$ cat src/common/atadc_pkg.sv
// Package: register offsets, field positions and codes for the ATA command front end
package atadc_pkg;
  // APB byte offsets (one word each)
  localparam logic [7:0] OFS_CMDREG   = 8'h00;  // Host-side Command register (8-bit)
  localparam logic [7:0] OFS_DEVHEAD  = 8'h04;  // Device/Head register
  localparam logic [7:0] OFS_STATUS   = 8'h08;  // Status register (read)
  localparam logic [7:0] OFS_ERROR    = 8'h0c;  // Error register (read)
  localparam logic [7:0] OFS_DATA     = 8'h10;  // Data register, 16-bit PIO word
  localparam logic [7:0] OFS_CTRL     = 8'h14;  // Device control: nIEN
  localparam logic [7:0] OFS_SECCNT   = 8'h18;  // Sector count / signature
  localparam logic [7:0] OFS_LBALO    = 8'h1c;  // LBA low / signature
  localparam logic [7:0] OFS_LBAMID   = 8'h20;  // LBA mid / signature
  localparam logic [7:0] OFS_LBAHI    = 8'h24;  // LBA high / signature
  localparam logic [7:0] OFS_QDEPTH   = 8'h28;  // Queued command count (read)
  localparam logic [7:0] OFS_FINISH   = 8'h2c;  // Back-end completion / release strobe
  localparam logic [7:0] OFS_MULT     = 8'h30;  // Multiple block size (read)
  localparam logic [7:0] OFS_UDMA     = 8'h34;  // Ultra DMA enable / burst count
  // Field positions
  localparam int DEV_BIT   = 4;
  localparam int NIEN_BIT  = 1;
  localparam int ST_BSY    = 7;
  localparam int ST_DF     = 5;
  localparam int ST_DRQ    = 3;
  localparam int ST_ERR    = 0;
  localparam int ER_ABRT   = 2;
  localparam int FIN_DONE  = 0;
  localparam int FIN_ERR   = 1;
  localparam int FIN_DF    = 2;
  localparam int FIN_REL   = 3;
  // Sector geometry
  localparam int SECTOR_WORDS = 256;
  localparam int SECTOR_BYTES = 512;
  // Command codes
  localparam logic [7:0] CMD_READ_SEC   = 8'h20;
  localparam logic [7:0] CMD_WRITE_SEC  = 8'h30;
  localparam logic [7:0] CMD_READ_MULT  = 8'hc4;
  localparam logic [7:0] CMD_WRITE_MULT = 8'hc5;
  localparam logic [7:0] CMD_SET_MULT   = 8'hc6;
  localparam logic [7:0] CMD_READ_QUEUE = 8'hc7;
  localparam logic [7:0] CMD_WRITE_QUEUE= 8'hcc;
  localparam logic [7:0] CMD_NOP        = 8'h00;
  localparam logic [7:0] CMD_OBS_RECAL  = 8'h10;
  localparam logic [7:0] CMD_OBS_SEEK   = 8'h70;
  // Reset values
  localparam logic [7:0] STATUS_RST  = 8'h00;
  localparam logic [7:0] MULT_RST    = 8'h01;
  // Signature left in the command block at reset (values arbitrary)
  localparam logic [7:0] SIG_SECCNT  = 8'h01;
  localparam logic [7:0] SIG_LBALO   = 8'h01;
  localparam logic [7:0] SIG_REG_MID = 8'h00;
  localparam logic [7:0] SIG_REG_HI  = 8'h00;
  localparam logic [7:0] SIG_PKT_MID = 8'h3c;
  localparam logic [7:0] SIG_PKT_HI  = 8'hc3;
  // Accepted multiple sizes (power of two up to this)
  localparam logic [7:0] MULT_MAX    = 8'h80;
  typedef enum logic [3:0] {
    ATADC_IDLE = 4'b0001,
    ATADC_DRQ  = 4'b0010,
    ATADC_BUSY = 4'b0100,
    ATADC_REL  = 4'b1000
  } atadc_state_e;
endpackage : atadc_pkg

$ cat src/verilog/atadc_core.sv
// ATA device command front end with APB register access
// Operation
// - Selected only when DEV equals device number
// - Non-data register transfers are 8 bits
// - One DRQ assertion moves complete block
// - Multiple block size whole sectors, SET MULTIPLE
// - Sector is 256 words, 512 bytes
// - Reserved bits sent as zero
// - Reserved bits ignored on receipt; SET MULTIPLE takes its size from pwdata[15:8] when that byte is valid
// - Reserved code value aborts command
// - Abort sets ABRT and ERR
// - Obsolete command aborted or completed
// - INTRQ asserted from pending only while nIEN clear
// - Unrecoverable error sets ERR or DF
// - Signature loaded into command block registers
// - Only overlapped commands queued; queue holds accepted
// - Ultra DMA burst spans DMACK assertion to negation
// - Bus release clears DRQ and BSY early
// - Accept command when BSY clear at write; a full queue (QUEUE_DEPTH) refuses queued codes even with BSY clear
// - Completion posts status, clears BSY/DRQ, interrupts
//
// The implementer's own choices: the register offsets and the APB register port.
`timescale 1ns/100ps
module atadc_core #(
  parameter int QUEUE_DEPTH  = 4,
  parameter int PACKET_DEV   = 0,
  parameter int ABORT_OBSOLETE = 1
) (
  // Clock and reset
  input  wire logic        ref_clk,
  input  wire logic        rst,
  // APB slave
  input  wire logic        psel,
  input  wire logic        penable,
  input  wire logic        pwrite,
  input  wire logic [7:0]  paddr,
  input  wire logic [31:0] pwdata,
  input  wire logic [3:0]  pstrb,
  output logic      [31:0] prdata,
  output logic             pready,
  output logic             pslverr,
  // Straps
  input  wire logic        dev_strap,
  // Ultra DMA acknowledge, active low
  input  wire logic        dmack_n,
  // Device outputs
  output logic             intrq,
  output logic             drq,
  output logic             busy,
  output logic             selected,
  output logic             dev_num,
  output logic             udma_burst
);
  // Whole device state, registered once per clock
  typedef struct packed {
    atadc_pkg::atadc_state_e st;
    logic        devnum;
    logic        strap_taken;
    logic        dev_sel;
    logic        nien;
    logic        pend;
    logic [7:0]  status;
    logic [7:0]  error;
    logic [7:0]  cmd;
    logic [7:0]  mult;
    logic [8:0]  words;
    logic [7:0]  secs;
    // Command block registers and queued command count
    logic [7:0]  seccnt;
    logic [7:0]  lbalo;
    logic [7:0]  lbamid;
    logic [7:0]  lbahi;
    logic [7:0]  qcnt;
    // Ultra DMA tracking, then PIO data word and read data capture
    logic        udma_en;
    logic        dmack_d;
    logic        burst;
    logic [15:0] bursts;
    logic [15:0] data;
    logic [31:0] rd;
  } atadc_state_s;

  atadc_state_s s_reg;
  atadc_state_s s_next;

  // Command decoders
  function automatic logic is_obsolete(input logic [7:0] c);
    is_obsolete = (c == atadc_pkg::CMD_OBS_RECAL) || (c == atadc_pkg::CMD_OBS_SEEK);
  endfunction : is_obsolete

  function automatic logic is_queued(input logic [7:0] c);
    is_queued = (c == atadc_pkg::CMD_READ_QUEUE) || (c == atadc_pkg::CMD_WRITE_QUEUE);
  endfunction : is_queued

  function automatic logic is_mult(input logic [7:0] c);
    is_mult = (c == atadc_pkg::CMD_READ_MULT) || (c == atadc_pkg::CMD_WRITE_MULT);
  endfunction : is_mult

  function automatic logic is_pio(input logic [7:0] c);
    is_pio = (c == atadc_pkg::CMD_READ_SEC) || (c == atadc_pkg::CMD_WRITE_SEC) ||
             is_mult(c);
  endfunction : is_pio

  function automatic logic valid_mult(input logic [7:0] m);
    valid_mult = (m != 8'h00) && ((m & (m - 8'h01)) == 8'h00) && (m <= atadc_pkg::MULT_MAX);
  endfunction : valid_mult

  // APB access qualifiers; zero wait states
  logic        wr_acc;
  logic        rd_acc;
  logic        rd_setup;
  logic        byte0;
  logic        dev_match;
  logic [31:0] rdata;

  assign wr_acc  = psel && penable && pwrite;
  assign rd_acc  = psel && penable && !pwrite;
  assign rd_setup = psel && !penable && !pwrite;
  assign dev_match = s_reg.dev_sel == s_reg.devnum;
  assign byte0   = pstrb[0];
  assign pready  = 1'b1;
  assign pslverr = 1'b0;

  // Register read mux; reserved and unused bits read as zero
  always_comb begin
    rdata = 32'h0;
    case (paddr)
      atadc_pkg::OFS_DEVHEAD: rdata[atadc_pkg::DEV_BIT] = s_reg.dev_sel;
      atadc_pkg::OFS_STATUS:  rdata[7:0] = s_reg.status;
      atadc_pkg::OFS_ERROR:   rdata[7:0] = s_reg.error;
      atadc_pkg::OFS_DATA:    rdata[15:0] = s_reg.data;
      atadc_pkg::OFS_CTRL:    rdata[atadc_pkg::NIEN_BIT] = s_reg.nien;
      atadc_pkg::OFS_SECCNT:  rdata[7:0] = s_reg.seccnt;
      atadc_pkg::OFS_LBALO:   rdata[7:0] = s_reg.lbalo;
      atadc_pkg::OFS_LBAMID:  rdata[7:0] = s_reg.lbamid;
      atadc_pkg::OFS_LBAHI:   rdata[7:0] = s_reg.lbahi;
      atadc_pkg::OFS_QDEPTH:  rdata[7:0] = s_reg.qcnt;
      atadc_pkg::OFS_MULT:    rdata[7:0] = s_reg.mult;
      atadc_pkg::OFS_UDMA:    rdata[7:0] = {s_reg.bursts[6:0], s_reg.udma_en};
      default:                rdata = 32'h0;
    endcase
  end

  always_comb begin
    logic       sel;
    logic       end_ok;
    logic       end_abort;
    logic       end_err;
    logic       end_df;
    logic [7:0] c;
    s_next    = s_reg;
    sel       = dev_match;
    end_ok    = 1'b0;
    end_abort = 1'b0;
    end_err   = 1'b0;
    end_df    = 1'b0;
    c         = pwdata[7:0];
    // Read data captured in the setup phase, stands through the access phase
    if (rd_setup)
      s_next.rd = rdata;
    if (!s_reg.strap_taken) begin
      s_next.devnum      = dev_strap;
      s_next.strap_taken = 1'b1;
    end
    // Ultra DMA burst tracking
    s_next.dmack_d = dmack_n;
    if (s_reg.udma_en && !dmack_n && s_reg.dmack_d) begin
      s_next.burst  = 1'b1;
      s_next.bursts = s_reg.bursts + 16'h0001;
    end
    if (dmack_n)
      s_next.burst = 1'b0;
    if (rd_acc && sel && paddr == atadc_pkg::OFS_STATUS)
      s_next.pend = 1'b0;
    if (rd_acc && sel && paddr == atadc_pkg::OFS_DATA && s_reg.st == atadc_pkg::ATADC_DRQ) begin
      s_next.words = s_reg.words + 9'h001;
    end
    if (wr_acc && byte0) begin
      // Device/Head and control reach both devices; the rest only the selected one
      if (paddr == atadc_pkg::OFS_DEVHEAD)
        s_next.dev_sel = pwdata[atadc_pkg::DEV_BIT];
      else if (paddr == atadc_pkg::OFS_CTRL)
        s_next.nien = pwdata[atadc_pkg::NIEN_BIT];
      else if (sel) begin
        case (paddr)
          atadc_pkg::OFS_SECCNT: s_next.seccnt = pwdata[7:0];
          atadc_pkg::OFS_LBALO:  s_next.lbalo  = pwdata[7:0];
          atadc_pkg::OFS_LBAMID: s_next.lbamid = pwdata[7:0];
          atadc_pkg::OFS_LBAHI:  s_next.lbahi  = pwdata[7:0];
          atadc_pkg::OFS_UDMA:   s_next.udma_en = pwdata[0];
          atadc_pkg::OFS_DATA: begin
            if (s_reg.st == atadc_pkg::ATADC_DRQ) begin
              s_next.data  = pwdata[15:0];
              s_next.words = s_reg.words + 9'h001;
            end
          end
          atadc_pkg::OFS_FINISH: begin
            if (s_reg.st == atadc_pkg::ATADC_BUSY || s_reg.st == atadc_pkg::ATADC_REL) begin
              end_ok = pwdata[atadc_pkg::FIN_DONE];
              end_err = pwdata[atadc_pkg::FIN_ERR];
              end_df  = pwdata[atadc_pkg::FIN_DF];
              if (pwdata[atadc_pkg::FIN_REL] && s_reg.st == atadc_pkg::ATADC_BUSY &&
                  is_queued(s_reg.cmd) && !end_ok) begin
                s_next.st = atadc_pkg::ATADC_REL;
                s_next.status[atadc_pkg::ST_BSY] = 1'b0;
                s_next.status[atadc_pkg::ST_DRQ] = 1'b0;
              end
            end
          end
          atadc_pkg::OFS_CMDREG: begin
            // Taken only while BSY is clear; a full queue refuses queued codes
            if (!s_reg.status[atadc_pkg::ST_BSY] &&
                (!is_queued(c) || s_reg.qcnt < 8'(QUEUE_DEPTH))) begin
              s_next.cmd    = c;
              s_next.error  = 8'h00;
              s_next.status = 8'h00;
              s_next.status[atadc_pkg::ST_BSY] = 1'b1;
              s_next.st     = atadc_pkg::ATADC_BUSY;
              if (is_queued(c))
                s_next.qcnt = s_reg.qcnt + 8'h01;
              if (c == atadc_pkg::CMD_SET_MULT) begin
                if (valid_mult(pwdata[15:8]) || valid_mult(s_reg.seccnt)) begin
                  s_next.mult = valid_mult(pwdata[15:8]) ? pwdata[15:8] : s_reg.seccnt;
                  end_ok = 1'b1;
                end else
                  end_abort = 1'b1;
              end else if (is_obsolete(c)) begin
                if (ABORT_OBSOLETE != 0)
                  end_abort = 1'b1;
                else
                  end_ok = 1'b1;
              end else if (is_pio(c)) begin
                s_next.st    = atadc_pkg::ATADC_DRQ;
                s_next.words = 9'h000;
                s_next.secs  = 8'h00;
                s_next.status[atadc_pkg::ST_BSY] = 1'b0;
                s_next.status[atadc_pkg::ST_DRQ] = 1'b1;
              end else if (!is_queued(c) && c != atadc_pkg::CMD_NOP)
                end_abort = 1'b1;
              else if (c == atadc_pkg::CMD_NOP)
                end_abort = 1'b1;
            end
          end
          default: ;
        endcase
      end
    end
    // Block accounting: one sector is 256 words
    if (s_reg.st == atadc_pkg::ATADC_DRQ && s_next.words == 9'(atadc_pkg::SECTOR_WORDS)) begin
      s_next.words = 9'h000;
      s_next.secs  = s_reg.secs + 8'h01;
      if (is_mult(s_reg.cmd) &&
          (s_reg.secs + 8'h01) < s_reg.mult)
        s_next.st = atadc_pkg::ATADC_DRQ;
      else
        end_ok = 1'b1;
    end
    if (end_abort) begin
      s_next.error[atadc_pkg::ER_ABRT] = 1'b1;
      end_err = 1'b1;
    end
    // Completion: post status, drop BSY and DRQ, raise pending
    if (end_ok || end_abort || end_err || end_df) begin
      s_next.st = atadc_pkg::ATADC_IDLE;
      s_next.status[atadc_pkg::ST_BSY] = 1'b0;
      s_next.status[atadc_pkg::ST_DRQ] = 1'b0;
      s_next.status[atadc_pkg::ST_ERR] = end_err;
      s_next.status[atadc_pkg::ST_DF]  = end_df;
      s_next.pend = 1'b1;
      if (is_queued(s_reg.cmd) && s_reg.qcnt != 8'h00 && !is_queued(s_next.cmd))
        s_next.qcnt = s_reg.qcnt - 8'h01;
      else if (is_queued(s_reg.cmd) && s_reg.qcnt != 8'h00 && s_next.cmd == s_reg.cmd)
        s_next.qcnt = s_reg.qcnt - 8'h01;
    end
  end

  // Reset loads the signature into the command block
  always_ff @(posedge ref_clk) begin
    if (rst) begin
      s_reg         <= '0;
      s_reg.st      <= atadc_pkg::ATADC_IDLE;
      s_reg.status  <= atadc_pkg::STATUS_RST;
      s_reg.mult    <= atadc_pkg::MULT_RST;
      s_reg.dmack_d <= 1'b1;
      s_reg.seccnt  <= atadc_pkg::SIG_SECCNT;
      s_reg.lbalo   <= atadc_pkg::SIG_LBALO;
      s_reg.lbamid  <= (PACKET_DEV != 0) ? atadc_pkg::SIG_PKT_MID : atadc_pkg::SIG_REG_MID;
      s_reg.lbahi   <= (PACKET_DEV != 0) ? atadc_pkg::SIG_PKT_HI : atadc_pkg::SIG_REG_HI;
    end else begin
      s_reg <= s_next;
    end
  end

  // Pin and bus outputs
  assign prdata     = s_reg.rd;
  assign intrq      = s_reg.pend && !s_reg.nien && dev_match;
  assign drq        = s_reg.status[atadc_pkg::ST_DRQ];
  assign busy       = s_reg.status[atadc_pkg::ST_BSY];
  assign selected   = dev_match;
  assign dev_num    = s_reg.devnum;
  assign udma_burst = s_reg.burst;
endmodule : atadc_core
$ cat config.mk
export PLATFORM = sky130hd
export DESIGN_NAME = atadc_core
export DESIGN_NICKNAME = d
export VERILOG_FILES = /design/src/common/atadc_pkg.sv /design/src/verilog/atadc_core.sv
export SDC_FILE = /design/constraint.sdc
export NUM_CORES = 1
export LEC_CHECK = 0
export BUFFER_PORTS_ARGS = -buffer_cell sky130_fd_sc_hd__buf_2
export CORE_MARGIN = 1.5
export CORE_UTILIZATION = 40
export DETAILED_ROUTE_END_ITERATION = 10
export MAX_ROUTING_LAYER = met4
export RECOVER_POWER = 50
export SYNTH_ARGS = -nofsm -noshare
export SYNTH_HDL_FRONTEND = slang
export SYNTH_SLANG_ARGS = --single-unit
$ cat constraint.sdc
create_clock -name ref_clk -period 4.3 [get_ports ref_clk]
set_input_delay 0 -clock ref_clk [delete_from_list [all_inputs] [get_ports ref_clk]]
set_output_delay 0 -clock ref_clk [all_outputs]
set_load 0.005 [all_outputs]
==> metrics.txt <==
Yosys warnings 0; Num CTS Buffers 17; initial antenna violation count 0; Synth area leader dfxtp_1; asr flop ratio synth 0%; post-route setup TNS 0 ns; vias in the first global route a little under 6000; DRT Pass-1 Iters 7; vias per inst 5.65; first-pass GRT wire length about 33 mm; worst reg2reg path startpoint s_reg[161]; ranking of synthesized cells by area dfxtp_1 (37%), nand2_1 (6.5%), a21oi_1 (6.4%); CTS tree yes; area grow syn2layout 14.5%; flip-flop count of the largest register after layout about 110; Netlist Area Pre-Place between 0.006 and 0.007 mm2; layout cell share with drive strength beyond 1 between 10% and 20%; Max VDD drop about 0.36 mV; crit path DAT around 4.0 ns; CTS sink cnt approximately 130; kind of critical path register to register; RePlAce Congestion 0.868; number of H-tree levels 4; Seq/Total Area, Yosys between 30% and 40%; All-Layer GR Usage 24.1%; list of most frequent post-synthesis cells dfxtp_1 (129), nand2_1 (120), a21oi_1 (89); drt drc 0; Final Util between 40 and 50%; final wirelength 21.0 mm; Peak Freq 0.270 GHz; row count 48; Primary FF master, synth dfxtp_1; Routed Antenna Nets 0; clock-pin slew on the worst setup and hold paths 0.06 ns; max_cap viols 2; CP max FO 12; slew margin rel. -34.2%; Crit. End Element register; post-synth top area share a little under two fifths; Post-synth EDFFs 0; Skew-Pair Late Insertion Delay roughly 0.42 ns; Critical Path RT roughly 4.6 ns; crit path cell chain nor4b_4 > nand3_1 > nor2_1 > a21oi_1 > a221oi_1 > nor4_1 > a31oi_1 > nor2b_1 > mux2_2; crit-path leading delay family simple AND/OR/NAND/NOR gates; input/output buffers between 50 and 60; Die W roughly 140 um; Buf+Inv Stages, Crit Path 0; Root Buffer clkbuf_16; post-DP HPWL around 14 mm; hold path start pwdata[1]; Slew @ Worst Pin 2.01 ns; CP startpoint s_reg[161]; clock buffer depth 2; Die Height 135 um; Pwr Density 348 mW/mm2; outcome complete, but fails checks; CP max stage cell a31oi_1; RSZ-0062 raised after global routing false; largest net degree at the start of global routing between 90 and 100; DR WL/cell between 15 and 20 um; vias post-DR ~6500; R2R setup slack between 0.6 and 0.7 ns; count leader, synth dfxtp_1; Seq cells post-synth 129; failing checks max-capacitance violations, max-slew violations; Yosys cell types 77; Fin Hold WS 0.0288 ns; worst hold-check path type primary input to register; Post-Syn Area per Cell 7.97 um2; Setup Viol. Count Final 0; fin crit share a little under nine tenths; IO Count 91; fin crit period ~3.7 ns; diode count 0; Critical Path Start Type register; final hold viol count 0; Final Max Tran Viols 134; initial drt markers around 650; total gr overflow 0; Core Area roughly 0.017 mm2; Cells after Synth 875; fin nets between 900 and 1000; die area approximately 0.018 mm2; clk_skew approximately 0.0095 ns; crit-path max cell delay 0.76 ns; Starting Density 40.6%; Static Leakage 2.96 nW
-- kinds of logic after synthesis --
| kind of cell | synth area share (%) |
|---|---|
| AO/OA/AOI/OAI | 19.3 |
| multiplexers | 3.55 |
| AND/OR/NAND/NOR | 27.3 |
| buffers and inverters | 7.17 |
| adder cells (fa/ha/maj) | 2.44 |
| XOR/XNOR | 3.14 |
| flip-flops | 37.0 |
| other | 0.108 |
-- tightest hold or removal path, delay by kind of cell --
kind | cells | cell delay [ns]
buf+inv | 1 | 0.24
simple gates | 1 | 0.10
compound gates | 1 | 0.05
-- placed cells by master (no fill, tap or decap), types with 4 or more instances in the layout --
| cell type | instances |
|---|---|
| a2111oi_0 | 4 |
| a211oi_1 | 7 |
| a21oi_1 | 89 |
| a221oi_1 | 11 |
| a222oi_1 | 5 |
| a22o_1 | 11 |
| a22oi_1 | 12 |
| a31oi_1 | 12 |
| and2_1 | 4 |
| and3_1 | 9 |
| and4_1 | 5 |
| buf_2 | 41 |
| buf_4 | 9 |
| clkbuf_1 | 15 |
| clkbuf_16 | 17 |
| conb_1 | 18 |
| dfxtp_1 | 129 |
| dlygate4sd3_1 | 19 |
| ha_1 | 12 |
| inv_1 | 15 |
| mux2_1 | 4 |
| mux2i_1 | 18 |
| nand2_1 | 120 |
| nand3_1 | 66 |
| nand3b_1 | 9 |
| nand4_1 | 8 |
| nor2_1 | 77 |
| nor2b_1 | 5 |
| nor3_1 | 15 |
| nor3b_1 | 5 |
| nor4_1 | 11 |
| o211ai_1 | 4 |
| o21ai_0 | 26 |
| or3_1 | 9 |
| xnor2_1 | 8 |
| xor2_1 | 17 |
-- cell type report --
class / instances / area [um2]
inverter: 15 / 56.3
tap: 225 / 282
fill: 1735 / 9190
multi-input combinational: 666 / 3960
clock buffer: 20 / 457
timing repair buffer: 84 / 520
clock inverter: 12 / 133
sequential: 129 / 2580
-- layer usage --
metal | GRT usage [%] | vias up | wire length, um
li1 | - | 3210 | -
met1 | 31.7 | 3068 | 9650
met2 | 37.0 | 193 | 9610
met3 | 5.59 | 27 | 1380
met4 | 7.11 | 0 | 408
met5 | - | - | 0
-- stage by stage --
step	instances	power [W]	instance area (um2)	setup WS, ns
final	1151	0.00278	7990	0.601
after global routing	1151	0.00287	7990	0.332
after CTS	1151	0.00280	8030	0.662
after detailed placement	1100	0.00135	7250	0.679
after global placement	1100	0.00135	7250	0.668
after floorplan	891	0.00131	7040	1.27
-- where the power goes --
part	switching (W)	leakage (nW)	total, W	internal [W]
sequential	0.00000234	1.04	0.00120	0.00120
combinational	0.0000944	1.64	0.000137	0.0000430
clock	0.000552	0.283	0.00144	0.000885
total	0.000649	2.96	0.00278	0.00213
-- final timing paths --
kind / to / cells after the start
worst max-delay path: s_reg[67] / 9
worst min-delay path: s_reg[33] / 3
worst max register to register: s_reg[67] / 9
worst min register to register: prdata[10] / 2
-- repair_timing --
item                                   CTS  global route
resized for setup                        0             0
endpoints found under the hold margin   59             0
hold buffers                            19             0
buffers inserted                         0             0
Power figures use the tool's default switching activity.
